`config.mk`:
```
export PLATFORM = sky130hd
export DESIGN_NAME = pstate_request_perf_index
export DESIGN_NICKNAME = d
export VERILOG_FILES = /design/src/design/pstate_pkg.sv /design/src/design/perf_index_table.sv /design/src/design/pstate_request_perf_index.sv
export SDC_FILE = /design/constraint.sdc
export NUM_CORES = 1
export LEC_CHECK = 0
export ABC_AREA = 1
export BUFFER_PORTS_ARGS = -buffer_cell sky130_fd_sc_hd__buf_4
export CAP_MARGIN = 20
export CORE_MARGIN = 4
export CORE_UTILIZATION = 30
export DETAILED_ROUTE_END_ITERATION = 12
export GPL_ROUTABILITY_DRIVEN = 1
export PLACE_DENSITY_LB_ADDON = 0.25
export SETUP_SLACK_MARGIN = 0.05
export SYNTH_ARGS = -nofsm -noshare
export SYNTH_HDL_FRONTEND = slang
export SYNTH_SLANG_ARGS = --single-unit
```
`constraint.sdc`:
```
create_clock -name clock -period 3.3 [get_ports clock]
set_input_delay 0 -clock clock [delete_from_list [all_inputs] [get_ports clock]]
set_output_delay 0 -clock clock [all_outputs]
set_load 0.02 [all_outputs]
```
`src/design/pstate_pkg.sv`:
```
// Constants, register map and carrier types for the performance-state controller
package pstate_pkg;

  // Widths and counts
  localparam int STATE_W    = 4;
  localparam int NUM_STATES = 16;
  localparam int INDEX_W    = 8;
  localparam int DATA_W     = 32;
  localparam int ADDR_W     = 8;
  localparam int TIMER_W    = 8;
  localparam int SUM_W      = 40;
  localparam int COUNT_W    = 32;
  localparam int RESULT_W   = 16;
  localparam int DIV_W      = 6;

  // Register byte offsets
  localparam logic [ADDR_W-1:0] CTRL_OFS    = 8'h00;
  localparam logic [ADDR_W-1:0] REQ_OFS     = 8'h04;
  localparam logic [ADDR_W-1:0] QUERY_OFS   = 8'h08;
  localparam logic [ADDR_W-1:0] RESULT_OFS  = 8'h0c;
  localparam logic [ADDR_W-1:0] STATUS_OFS  = 8'h10;
  localparam logic [ADDR_W-1:0] TABLE_OFS   = 8'h14;
  localparam logic [ADDR_W-1:0] FEATURE_OFS = 8'h18;

  // Field positions
  localparam int CTRL_LSB        = 0;
  localparam int REQ_STATE_LSB   = 0;
  localparam int QUERY_TYPE_LSB  = 0;
  localparam int TABLE_ENTRY_LSB = 0;
  localparam int TABLE_VALUE_LSB = 8;
  localparam int RESULT_VALID_BIT = 31;

  // Query type codes
  localparam logic [1:0] QUERY_REQUESTED = 2'h0;
  localparam logic [1:0] QUERY_AVG_RESET = 2'h1;
  localparam logic [1:0] QUERY_AVG       = 2'h2;
  localparam logic [1:0] QUERY_DOMAIN    = 2'h3;

  typedef enum logic [1:0] {
    DOMAIN_SW,
    DOMAIN_HW,
    DOMAIN_INDEP
  } domain_t;

  typedef struct packed {
    logic    preempt;
    domain_t domain;
    logic    var_en;
    logic    pst_en;
  } ctrl_t;

  localparam int    CTRL_W     = $bits(ctrl_t);
  localparam ctrl_t CTRL_RESET = 5'h11;

  typedef struct packed {
    logic               cap;
    logic               thermal;
    logic               query_busy;
    logic               busy;
    logic               last_ok;
    logic               last_valid;
    logic [STATE_W-1:0] op;
    logic [STATE_W-1:0] local_st;
    logic [STATE_W-1:0] domain_st;
    logic [STATE_W-1:0] requested;
  } status_t;

  localparam int STATUS_W = $bits(status_t);

  // Index table reset contents: P0 is 100, 5 lower per state
  localparam logic [INDEX_W-1:0] INDEX_P0   = 8'h64;
  localparam logic [INDEX_W-1:0] INDEX_STEP = 8'h05;

  // Timing
  localparam int CLOCK_MHZ         = 250;
  localparam int TRANSITION_NS     = 400;
  localparam int STEP_NS           = 100;
  localparam int TRANSITION_CYCLES = (TRANSITION_NS * CLOCK_MHZ + 999) / 1000;
  localparam int STEP_CYCLES       = (STEP_NS * CLOCK_MHZ + 999) / 1000;
  localparam int DIV_STEPS         = SUM_W;

endpackage : pstate_pkg

```
`src/design/perf_index_table.sv`:
```
// Per-state performance index table with two registered read ports
`timescale 1ns/10ps
module perf_index_table (
  input  wire logic                              clock,
  input  wire logic                              srst,
  input  wire logic                              wr_en,
  input  wire logic [pstate_pkg::STATE_W-1:0]    wr_addr,
  input  wire logic [pstate_pkg::INDEX_W-1:0]    wr_data,
  input  wire logic [pstate_pkg::STATE_W-1:0]    rd_addr_a,
  output logic      [pstate_pkg::INDEX_W-1:0]    rd_data_a,
  input  wire logic [pstate_pkg::STATE_W-1:0]    rd_addr_b,
  output logic      [pstate_pkg::INDEX_W-1:0]    rd_data_b
);

  logic [pstate_pkg::INDEX_W-1:0] mem_q [pstate_pkg::NUM_STATES];

  for (genvar i = 0; i < pstate_pkg::NUM_STATES; i++) begin : g_entry
    always_ff @(posedge clock) begin
      if (srst) begin
        mem_q[i] <= pstate_pkg::INDEX_P0 - pstate_pkg::INDEX_W'(i * pstate_pkg::INDEX_STEP);
      end else if (wr_en && (wr_addr == pstate_pkg::STATE_W'(i))) begin
        mem_q[i] <= wr_data;
      end
    end
  end

  always_ff @(posedge clock) begin
    if (srst) begin
      rd_data_a <= '0;
      rd_data_b <= '0;
    end else begin
      rd_data_a <= mem_q[rd_addr_a];
      rd_data_b <= mem_q[rd_addr_b];
    end
  end

endmodule : perf_index_table

```
`src/design/pstate_request_perf_index.sv`:
```
// Performance-state request handling, domain coordination and performance index
//
// Decided for this implementation: strobed register access and the register addresses.
`timescale 1ns/10ps

module pstate_request_perf_index #(
  parameter logic PSTATE_SUPPORTED  = 1'b1,
  parameter logic VARFREQ_SUPPORTED = 1'b1
) (
  input  wire logic                             clock,
  input  wire logic                             srst,
  input  wire logic [pstate_pkg::ADDR_W-1:0]    addr,
  input  wire logic [pstate_pkg::DATA_W-1:0]    wdata,
  input  wire logic                             wr_en,
  input  wire logic                             rd_en,
  output logic      [pstate_pkg::DATA_W-1:0]    rdata,
  input  wire logic                             power_cap_active,
  input  wire logic [pstate_pkg::STATE_W-1:0]   cap_state,
  input  wire logic                             thermal_protect,
  input  wire logic [pstate_pkg::STATE_W-1:0]   peer_min_state,
  input  wire logic [pstate_pkg::INDEX_W-1:0]   freq_boost,
  output logic      [pstate_pkg::STATE_W-1:0]   requested_state,
  output logic      [pstate_pkg::STATE_W-1:0]   domain_state,
  output logic      [pstate_pkg::STATE_W-1:0]   local_state,
  output logic      [pstate_pkg::STATE_W-1:0]   operating_state,
  output logic                                  transition_busy
);

  typedef enum logic [1:0] {
    Q_IDLE,
    Q_LOOKUP,
    Q_DIVIDE
  } query_state_t;

  pstate_pkg::ctrl_t              ctrl_q;
  logic [pstate_pkg::STATE_W-1:0] req_state_q;
  logic [pstate_pkg::STATE_W-1:0] domain_state_q;
  logic [pstate_pkg::STATE_W-1:0] local_state_q;
  logic [pstate_pkg::STATE_W-1:0] op_state_q;
  logic [pstate_pkg::TIMER_W-1:0] timer_q;
  logic [pstate_pkg::TIMER_W-1:0] step_cnt_q;
  logic                           last_valid_q;
  logic                           last_ok_q;
  logic [pstate_pkg::SUM_W-1:0]   sum_q;
  logic [pstate_pkg::COUNT_W-1:0] count_q;
  query_state_t                   qstate_q;
  logic [pstate_pkg::SUM_W-1:0]   dividend_q;
  logic [pstate_pkg::COUNT_W-1:0] divisor_q;
  logic [pstate_pkg::COUNT_W-1:0] rem_q;
  logic [pstate_pkg::SUM_W-1:0]   quo_q;
  logic [pstate_pkg::DIV_W-1:0]   div_cnt_q;
  logic [pstate_pkg::RESULT_W-1:0] result_q;
  logic                           result_valid_q;
  logic [pstate_pkg::DATA_W-1:0]  rdata_q;

  logic                           wr_ctrl;
  logic                           req_fire;
  logic                           query_fire;
  logic                           table_wr;
  logic                           busy;
  logic                           accept;
  logic                           step_tick;
  logic [pstate_pkg::STATE_W-1:0] new_state;
  logic [1:0]                     query_type;
  logic [pstate_pkg::STATE_W-1:0] effective_state;
  logic [pstate_pkg::STATE_W-1:0] capped_state;
  logic [pstate_pkg::STATE_W-1:0] lookup_addr;
  logic [pstate_pkg::INDEX_W-1:0] idx_op;
  logic [pstate_pkg::INDEX_W-1:0] idx_lookup;
  logic [pstate_pkg::INDEX_W-1:0] boost_eff;
  logic [pstate_pkg::INDEX_W:0]   sample;
  logic                           reset_measure;
  logic [pstate_pkg::COUNT_W:0]   trial;
  logic                           trial_ge;
  pstate_pkg::status_t            status;

  // Bus decode
  assign wr_ctrl    = wr_en && (addr == pstate_pkg::CTRL_OFS);
  assign req_fire   = wr_en && (addr == pstate_pkg::REQ_OFS);
  assign query_fire = wr_en && (addr == pstate_pkg::QUERY_OFS) && (qstate_q == Q_IDLE);
  assign table_wr   = wr_en && (addr == pstate_pkg::TABLE_OFS);
  assign new_state  = wdata[pstate_pkg::REQ_STATE_LSB +: pstate_pkg::STATE_W];
  assign query_type = wdata[pstate_pkg::QUERY_TYPE_LSB +: 2];

  assign busy = (timer_q != '0);

  // Cap has no say in acceptance; only enable, thermal and policy do
  assign accept = req_fire && ctrl_q.pst_en && PSTATE_SUPPORTED && !thermal_protect
                  && (!busy || ctrl_q.preempt);

  // Control register
  always_ff @(posedge clock) begin
    if (srst) begin
      ctrl_q <= pstate_pkg::CTRL_RESET;
    end else if (wr_ctrl) begin
      ctrl_q <= pstate_pkg::ctrl_t'(wdata[pstate_pkg::CTRL_LSB +: pstate_pkg::CTRL_W]);
    end
  end

  // Requested state and last outcome
  always_ff @(posedge clock) begin
    if (srst) begin
      req_state_q  <= '0;
      last_valid_q <= 1'b0;
      last_ok_q    <= 1'b0;
    end else if (req_fire) begin
      last_valid_q <= 1'b1;
      last_ok_q    <= accept;
      if (accept) begin
        req_state_q <= new_state;
      end
    end
  end

  // Transition timer; preemption restarts it
  always_ff @(posedge clock) begin
    if (srst) begin
      timer_q <= '0;
    end else if (accept) begin
      timer_q <= pstate_pkg::TIMER_W'(pstate_pkg::TRANSITION_CYCLES);
    end else if (busy) begin
      timer_q <= timer_q - pstate_pkg::TIMER_W'(1);
    end
  end

  // Step enable for gradual local adjustment
  always_ff @(posedge clock) begin
    if (srst) begin
      step_cnt_q <= '0;
    end else if (step_tick) begin
      step_cnt_q <= pstate_pkg::TIMER_W'(pstate_pkg::STEP_CYCLES - 1);
    end else begin
      step_cnt_q <= step_cnt_q - pstate_pkg::TIMER_W'(1);
    end
  end

  assign step_tick = (step_cnt_q == '0);

  // Shared domain parameters
  always_ff @(posedge clock) begin
    if (srst) begin
      domain_state_q <= '0;
    end else begin
      case (ctrl_q.domain)
        pstate_pkg::DOMAIN_HW: begin
          domain_state_q <= (req_state_q < peer_min_state) ? req_state_q : peer_min_state;
        end
        pstate_pkg::DOMAIN_SW: begin
          if (accept) begin
            domain_state_q <= new_state;
          end
        end
        default: begin
          if (accept) begin
            domain_state_q <= new_state;
          end
        end
      endcase
    end
  end

  // Local parameters
  always_ff @(posedge clock) begin
    if (srst) begin
      local_state_q <= '0;
    end else if (ctrl_q.domain == pstate_pkg::DOMAIN_HW) begin
      if (step_tick && (local_state_q < req_state_q)) begin
        local_state_q <= local_state_q + pstate_pkg::STATE_W'(1);
      end else if (step_tick && (local_state_q > req_state_q)) begin
        local_state_q <= local_state_q - pstate_pkg::STATE_W'(1);
      end
    end else if (accept) begin
      local_state_q <= new_state;
    end
  end

  // Slowest of domain and local; cap may only slow it further
  assign effective_state = (domain_state_q > local_state_q) ? domain_state_q : local_state_q;
  assign capped_state    = (power_cap_active && (cap_state > effective_state)) ?
                           cap_state : effective_state;

  always_ff @(posedge clock) begin
    if (srst) begin
      op_state_q <= '0;
    end else begin
      op_state_q <= capped_state;
    end
  end

  // Index table: port a follows operating state, port b serves lookups
  assign lookup_addr = (query_type == pstate_pkg::QUERY_REQUESTED) ?
                       req_state_q : domain_state_q;

  perf_index_table u_table (
    .clock     (clock),
    .srst      (srst),
    .wr_en     (table_wr),
    .wr_addr   (wdata[pstate_pkg::TABLE_ENTRY_LSB +: pstate_pkg::STATE_W]),
    .wr_data   (wdata[pstate_pkg::TABLE_VALUE_LSB +: pstate_pkg::INDEX_W]),
    .rd_addr_a (op_state_q),
    .rd_data_a (idx_op),
    .rd_addr_b (lookup_addr),
    .rd_data_b (idx_lookup)
  );

  // Accumulator of capped index plus boost, one sample per cycle while pst_en is set
  assign boost_eff = (ctrl_q.var_en && VARFREQ_SUPPORTED) ? freq_boost : '0;
  assign sample    = {1'b0, idx_op} + {1'b0, boost_eff};
  assign reset_measure = query_fire && (query_type == pstate_pkg::QUERY_AVG_RESET);

  always_ff @(posedge clock) begin
    if (srst) begin
      sum_q   <= '0;
      count_q <= '0;
    end else if (reset_measure) begin
      sum_q   <= '0;
      count_q <= '0;
    end else if (ctrl_q.pst_en) begin
      sum_q   <= sum_q + pstate_pkg::SUM_W'(sample);
      count_q <= count_q + pstate_pkg::COUNT_W'(1);
    end
  end

  // Restoring divider step
  assign trial    = {rem_q, dividend_q[pstate_pkg::SUM_W-1]};
  assign trial_ge = (trial >= {1'b0, divisor_q});

  // Query sequencer
  always_ff @(posedge clock) begin
    if (srst) begin
      qstate_q <= Q_IDLE;
    end else begin
      case (qstate_q)
        Q_IDLE: begin
          if (query_fire && ((query_type == pstate_pkg::QUERY_REQUESTED) ||
                             (query_type == pstate_pkg::QUERY_DOMAIN))) begin
            qstate_q <= Q_LOOKUP;
          end else if (query_fire) begin
            qstate_q <= Q_DIVIDE;
          end
        end
        Q_LOOKUP: begin
          qstate_q <= Q_IDLE;
        end
        Q_DIVIDE: begin
          if (div_cnt_q == '0) begin
            qstate_q <= Q_IDLE;
          end
        end
        default: begin
          qstate_q <= Q_IDLE;
        end
      endcase
    end
  end

  // Divider datapath; sum and count are snapshot before any reset
  always_ff @(posedge clock) begin
    if (srst) begin
      dividend_q <= '0;
      divisor_q  <= '0;
      rem_q      <= '0;
      quo_q      <= '0;
      div_cnt_q  <= '0;
    end else if (query_fire) begin
      dividend_q <= sum_q;
      divisor_q  <= count_q;
      rem_q      <= '0;
      quo_q      <= '0;
      div_cnt_q  <= pstate_pkg::DIV_W'(pstate_pkg::DIV_STEPS);
    end else if ((qstate_q == Q_DIVIDE) && (div_cnt_q != '0)) begin
      dividend_q <= {dividend_q[pstate_pkg::SUM_W-2:0], 1'b0};
      rem_q      <= trial_ge ? pstate_pkg::COUNT_W'(trial - {1'b0, divisor_q}) :
                               trial[pstate_pkg::COUNT_W-1:0];
      quo_q      <= {quo_q[pstate_pkg::SUM_W-2:0], trial_ge};
      div_cnt_q  <= div_cnt_q - pstate_pkg::DIV_W'(1);
    end
  end

  // Query result
  always_ff @(posedge clock) begin
    if (srst) begin
      result_q       <= '0;
      result_valid_q <= 1'b0;
    end else if (query_fire) begin
      result_valid_q <= 1'b0;
    end else if (qstate_q == Q_LOOKUP) begin
      result_q       <= pstate_pkg::RESULT_W'(idx_lookup);
      result_valid_q <= 1'b1;
    end else if ((qstate_q == Q_DIVIDE) && (div_cnt_q == '0)) begin
      result_valid_q <= 1'b1;
      if (divisor_q == '0) begin
        result_q <= '0;
      end else if (|quo_q[pstate_pkg::SUM_W-1:pstate_pkg::RESULT_W]) begin
        result_q <= '1;
      end else begin
        result_q <= quo_q[pstate_pkg::RESULT_W-1:0];
      end
    end
  end

  // Status shows requested, domain and local states and the capped operating state
  always_comb begin
    status            = '0;
    status.cap        = power_cap_active;
    status.thermal    = thermal_protect;
    status.query_busy = (qstate_q != Q_IDLE);
    status.busy       = busy;
    status.last_ok    = last_ok_q;
    status.last_valid = last_valid_q;
    status.op         = op_state_q;
    status.local_st   = local_state_q;
    status.domain_st  = domain_state_q;
    status.requested  = req_state_q;
  end

  // Read data, valid only the cycle after the strobe
  always_ff @(posedge clock) begin
    if (srst) begin
      rdata_q <= '0;
    end else if (rd_en) begin
      case (addr)
        pstate_pkg::CTRL_OFS:    rdata_q <= pstate_pkg::DATA_W'(ctrl_q);
        pstate_pkg::REQ_OFS:     rdata_q <= pstate_pkg::DATA_W'(req_state_q);
        pstate_pkg::RESULT_OFS: begin
          rdata_q                               <= pstate_pkg::DATA_W'(result_q);
          rdata_q[pstate_pkg::RESULT_VALID_BIT] <= result_valid_q;
        end
        pstate_pkg::STATUS_OFS:  rdata_q <= pstate_pkg::DATA_W'(status);
        pstate_pkg::FEATURE_OFS: rdata_q <= pstate_pkg::DATA_W'({VARFREQ_SUPPORTED,
                                                                 PSTATE_SUPPORTED});
        default:                 rdata_q <= '0;
      endcase
    end else begin
      rdata_q <= '0;
    end
  end

  assign rdata           = rdata_q;
  assign requested_state = req_state_q;
  assign domain_state    = domain_state_q;
  assign local_state     = local_state_q;
  assign operating_state = op_state_q;
  assign transition_busy = busy;

endmodule : pstate_request_perf_index

```
Yosys cells after proc, flatten, opt, wreduce, memory -nomap -nowiden --
Memory sizes are Yosys's and may differ from the RTL's. A register that Yosys moved wholly into a read port is not among the register bits. Cells that the tools add are included.
Storage, ports and cells: flip-flop bits (word level) 312, word-level logic and storage cells 243, bits of input ports 62, memories 1, output and inout port bits 49, bits in writable memories 128
Operators by class: eq/ne operators 29, bitwise operators 18, add/sub/neg operators 9, reduce and logical (&&, ||, !) cells 59, magnitude comparators 6, muxes and demuxes 95
Memories:
- u_table.mem_q | depth 16, bits a word 8, rd ports 2, clocked after memory_dff 2, write ports 16, RTL line perf_index_table.sv:15 | logic [pstate_pkg::INDEX_W-1:0] mem_q [pstate_pkg::NUM_STATES];
Operators with widths (count):
- case mux 32 bit (5 select lines) | 1
- two-way mux 8 bit | 17
- two-way mux 40 bit | 2
- two-way mux 16 bit | 4
- two-way mux 1 bit | 52
- adder 40 x 9 -> 40 bit | 1
- two-way mux 4 bit | 9
- >= comparator 33 x 32 -> 1 bit | 1
- adder 32 x 1 -> 32 bit, second input constant | 1
- equality test 4 bit, second input constant | 8
- logical NOT 32 bit | 1
- two-way mux 32 bit | 1
- subtractor 32 bit | 1
- logical AND 1 bit | 31
- equality test 8 x 5 -> 1 bit, second input constant | 3
- OR reduction 24 bit | 1
- equality test 4 x 3 -> 1 bit, second input constant | 4
- equality test 8 x 4 -> 1 bit, second input constant | 2
- logical NOT 8 bit | 2
- bitwise OR 1 bit | 16
- subtractor 8 x 1 -> 8 bit, second input constant | 2
- two-way mux 7 bit | 2
- > comparator 4 bit | 3
- two-way mux 6 bit | 2
- 27 further kinds | 49

Logic depth before layout (Yosys ltp) --
word-level depth 7, depth in mapped cells 18, gate-level depth less buffers 18

Hierarchy --
Synthesis repeated with hierarchy kept, for this count alone.
Unflattened totals: cell total of the unflattened synthesis 3556, area, all modules 24738.7 um^2
By module, submodules not included:
- pstate_request_perf_index | seq. area each 6065.8 um^2, area an instance 16746.1 um^2, instances 1, cells each 2502
- perf_index_table | seq. area each 4164.0 um^2, area an instance 7992.7 um^2, instances 1, cells each 1054

Worst setup path before layout --
No wires, ideal clock.
path kind reg2reg, start register ctrl_q[1] (netlist name), end register sum_q[33] (netlist name), data arrival time 2538 ps, library setup time 128 ps, path slack 635 ps, data required time 3172 ps, buffers on the path 1, period minus slack after synthesis 2665 ps, cell stages (with the launch flop) 16, cell sequence dfxtp_1 > clkbuf_1 > nand2_1 > inv_1 > fa_1 > ha_1 > fa_1 > nand2_1 > nand2_1 > o21ai_0 > o21ai_1 > nand2_1 > nor2_1 > nand3_1 > xor2_1 > nor2_1
Between the ends: word-level cells in the longest chain between the ends 3
Ends and longest elaborated chain:
- start: declaration | RTL line pstate_request_perf_index.sv:35 | pstate_pkg::ctrl_t ctrl_q;
- start signal: assignment | RTL line pstate_request_perf_index.sv:94 | ctrl_q <= pstate_pkg::CTRL_RESET;
- start signal: assignment | RTL line pstate_request_perf_index.sv:96 | ctrl_q <= pstate_pkg::ctrl_t'(wdata[pstate_pkg::CTRL_LSB +: pstate_pkg::CTRL_W]);
- two-way mux 8 bit | RTL line pstate_request_perf_index.sv:207 | assign boost_eff = (ctrl_q.var_en && VARFREQ_SUPPORTED) ? freq_boost : '0;
- adder 8 x 8 -> 9 bit | RTL line pstate_request_perf_index.sv:208 | assign sample = {1'b0, idx_op} + {1'b0, boost_eff};
- adder 40 x 9 -> 40 bit | RTL line pstate_request_perf_index.sv:219 | sum_q <= sum_q + pstate_pkg::SUM_W'(sample);
- end signal: assignment | RTL line pstate_request_perf_index.sv:219
- end: declaration | RTL line pstate_request_perf_index.sv:44 | logic [pstate_pkg::SUM_W-1:0] sum_q;
Every way passes these cells. A chain may end at the register's enable or synchronous reset.

Final worst setup path --
start input port addr[0] (netlist name), end register ctrl_q[4] (netlist name)
Between the ends: word-level cells in the longest chain between the ends 2
Ends and longest elaborated chain:
- start: declaration | RTL line pstate_request_perf_index.sv:12 | input wire logic [pstate_pkg::ADDR_W-1:0] addr,
- logical NOT 8 bit | RTL line pstate_request_perf_index.sv:78 | assign wr_ctrl = wr_en && (addr == pstate_pkg::CTRL_OFS);
- logical AND 1 bit | RTL line pstate_request_perf_index.sv:78
Every way passes these cells.

==> out/qor.yml <==
run_status:
  run_status: "finished clean"
synthesis:
  yosysSeqAreaShare: 0.4263
  ys_seq_elements: 447
  synth_area_leaders: "dfxtp_1 27%, edfxtp_1 16%, nand2_1 11%, a21oi_1 7.2%, inv_1 7.0%"
  synth_cells: 3293
  ys.flop_type: "dfxtp_1"
  syn_area_um2: 24000
  yosys.area.top_type: "dfxtp_1"
  synth_cell_type_count: 52
  async_flop_share: 0
  synth_top_area_share: 0.2661
  syn_area_per_cell_um2: 7.287
  yosysWarningCount: 0
  synth_edf_count: 128
floorplanning:
  core_um2: 79130
  dieArea_um2: 84570
  die_width_um: 290.8
  io-pin-count: 111
  placementRows: 103
  die_y_um: 290.8
  initial_utilization: 0.3032
sta:
  fmax_mhz: 331.2
  worst_pin_slew_ps: 959.0
  final_max_slew_viol_count: 0
  clock_skew_ps: 31.57
  timing.final.ws_setup_ps: 280.7
  tns_ps: 0
  setup_viol_count_final: 0
  slew_headroom: 0.3599
  rsz0062_at_grt: "no"
  finalWorstPathRequiredPeriod_ps: 3019
  hold_viol: 0
  fin_crit_sh: 0.9150
clock_network:
  numCtsBuffers: 52
  clkTransAtPathRegs_ps: 60
  clk_latency_ps: 610
  post_cts_buffers: 0
  clockRootBuffer: "clkbuf_16"
  cts_num_sinks: 447
  cts_tree: "yes"
  cts_max_path_buffers: 3
  cts_max_level: 2
global_route:
  antenna_found_initial: 1
  grt_util_all_layers: 0.1705
  grt_pass1_wl_mm: 116.0
  grt_pass1_vias: 20210
  grt_max_degree: 76
  overflow: 0
route:
  via_count: 21520
  drt-initial-drc-count: 1893
  totalWireLength_mm: 74.41
  drc: 0
  wl_per_cell_um: 16.65
  ant_nets: 0
  dr.pass1.iters: 5
  via_per_inst: 4.816
cells_and_area:
  n_antenna_cell: 0
  area_growth_syn_to_layout_pct: 15.83
  num-fill-cells: 8599
  nets: 3517
  drive_above_1_share: 0.08804
  final_cell_mix: "718 x nand2_1, 449 x inv_1, 346 x a21oi_1"
  layout_commonest_cell: "nand2_1"
  final_cells: 4469
place:
  place_ws_ps: 279.1
  numPortBuffers: 82
  gp_congestion: 0.8764
  placed_cells: 4347
  dp_hpwl_mm: 53.44
worst_setup_path:
  timing.critical_path.arrival_ps: 3560
  critPathRequiredTime_ps: 3840
  crit_type: "primary input to flip-flop"
  startpoint_type: "primary input"
  end_kind: "flip-flop"
  critPathMaxFanout: 10
power:
  total_leakage_power_uw: 0.01134
  p_per_area_nw_per_um2: 473.6
  p_total_uw: 13160
  ir_drop_mv: 0.4287
worst_hold_path:
  min_path_type: "primary input to flip-flop"
run:
  cap_violations: 0
[power by group]
part,leakage (uW),switching (uW),internal (uW)
sequential,0.00383,137,5870
combinational,0.00669,915,488
clock,0.000820,2440,3310
[cell usage after synthesis (19+ instances only)]
cell type / n
nand4_1: 24
dfxtp_1: 319
nand3_1: 176
xnor2_1: 19
nor2_1: 295
inv_1: 450
xor2_1: 32
buf_2: 35
nand2_1: 720
clkbuf_1: 89
ha_1: 66
edfxtp_1: 128
o22ai_1: 39
nor3_1: 48
o211ai_1: 34
o21ai_0: 272
a21oi_1: 346
nand3b_1: 26
[logic make-up after synthesis]
logic type	Yosys count	synth area share
mux	1	0.0004172
flops	447	0.4263
fa+ha+maj	77	0.04359
xor+xnor	51	0.01862
simple gates	1371	0.2474
buf+inv	608	0.1001
other cells	1	0.0001563
compound gates	737	0.1635
[path summary, 6_finish.rpt]
kind	from	end	slack [ps]	cells after the start
hold reg to reg	step_cnt_q[0]	step_cnt_q[0]	410	1
hold / removal	wdata[14]	u_table.mem_q[3][6]	40	3
setup reg to reg	ctrl_q[1]	sum_q[32]	420	12
setup / recovery	addr[0]	ctrl_q[4]	280	12
[final cells by class]
class	count	area, um^2	area share
inverter	461	1733	0.06235
clock buffer	70	1439	0.05177
timing repair buffer	170	1386	0.04988
clock inverter	25	254.0	0.009139
tap	1050	1314	0.04727
sequential	447	10230	0.3682
multi-input combinational	2246	11430	0.4114
[flip-flops by register name, summed over array words and instances (netlist names), 2 cells and up]
name / count
u_table.mem_q: 128
dividend_q: 40
quo_q: 40
sum_q: 40
count_q: 32
divisor_q: 32
rem_q: 32
rdata: 23
result_q: 16
step_cnt_q: 8
timer_q: 8
u_table.rd_data_a: 8
u_table.rd_data_b: 8
div_cnt_q: 6
ctrl_q: 5
domain_state: 4
local_state: 4
operating_state: 4
requested_state: 4
qstate_q: 2
[through the flow]
stage	util	cell area, um^2	hold slack (ps)
3_5_place_dp	0.3260	25800	234.7
6_report	0.3512	27790	40.27
4_1_cts	0.3507	27750	11.71
2_1_floorplan	-	24030	112.2
5_1_grt	0.3512	27790	51.98
3_3_place_gp	0.3260	25800	232.4
[repair_timing]
action	CTS	global route
hold buffers	26	0
endpoints found under the hold margin	69	0
gates resized for setup	0	4
endpoints found under the setup margin	0	9
[per-layer routing]
layer / wire (um) / global-route usage / share of wire
met5: 0 / 0 / 0
met4: 2295 / 0.05312 / 0.031
met3: 3722 / 0.02216 / 0.050
met2: 32530 / 0.2670 / 0.44
met1: 35860 / 0.2443 / 0.48
[critical path: stages]
cell	delay (ps)
dlygate4sd3_1	540
buf_4	140
nor2_2	130
dlygate4sd3_1	600
nand3_1	90
dlygate4sd3_1	570
nor2_1	250
inv_1	150
nor2_2	350
a21oi_1	100
dlygate4sd3_1	570
o21ai_0	60
Note: power is estimated with default switching activity, not from simulation.
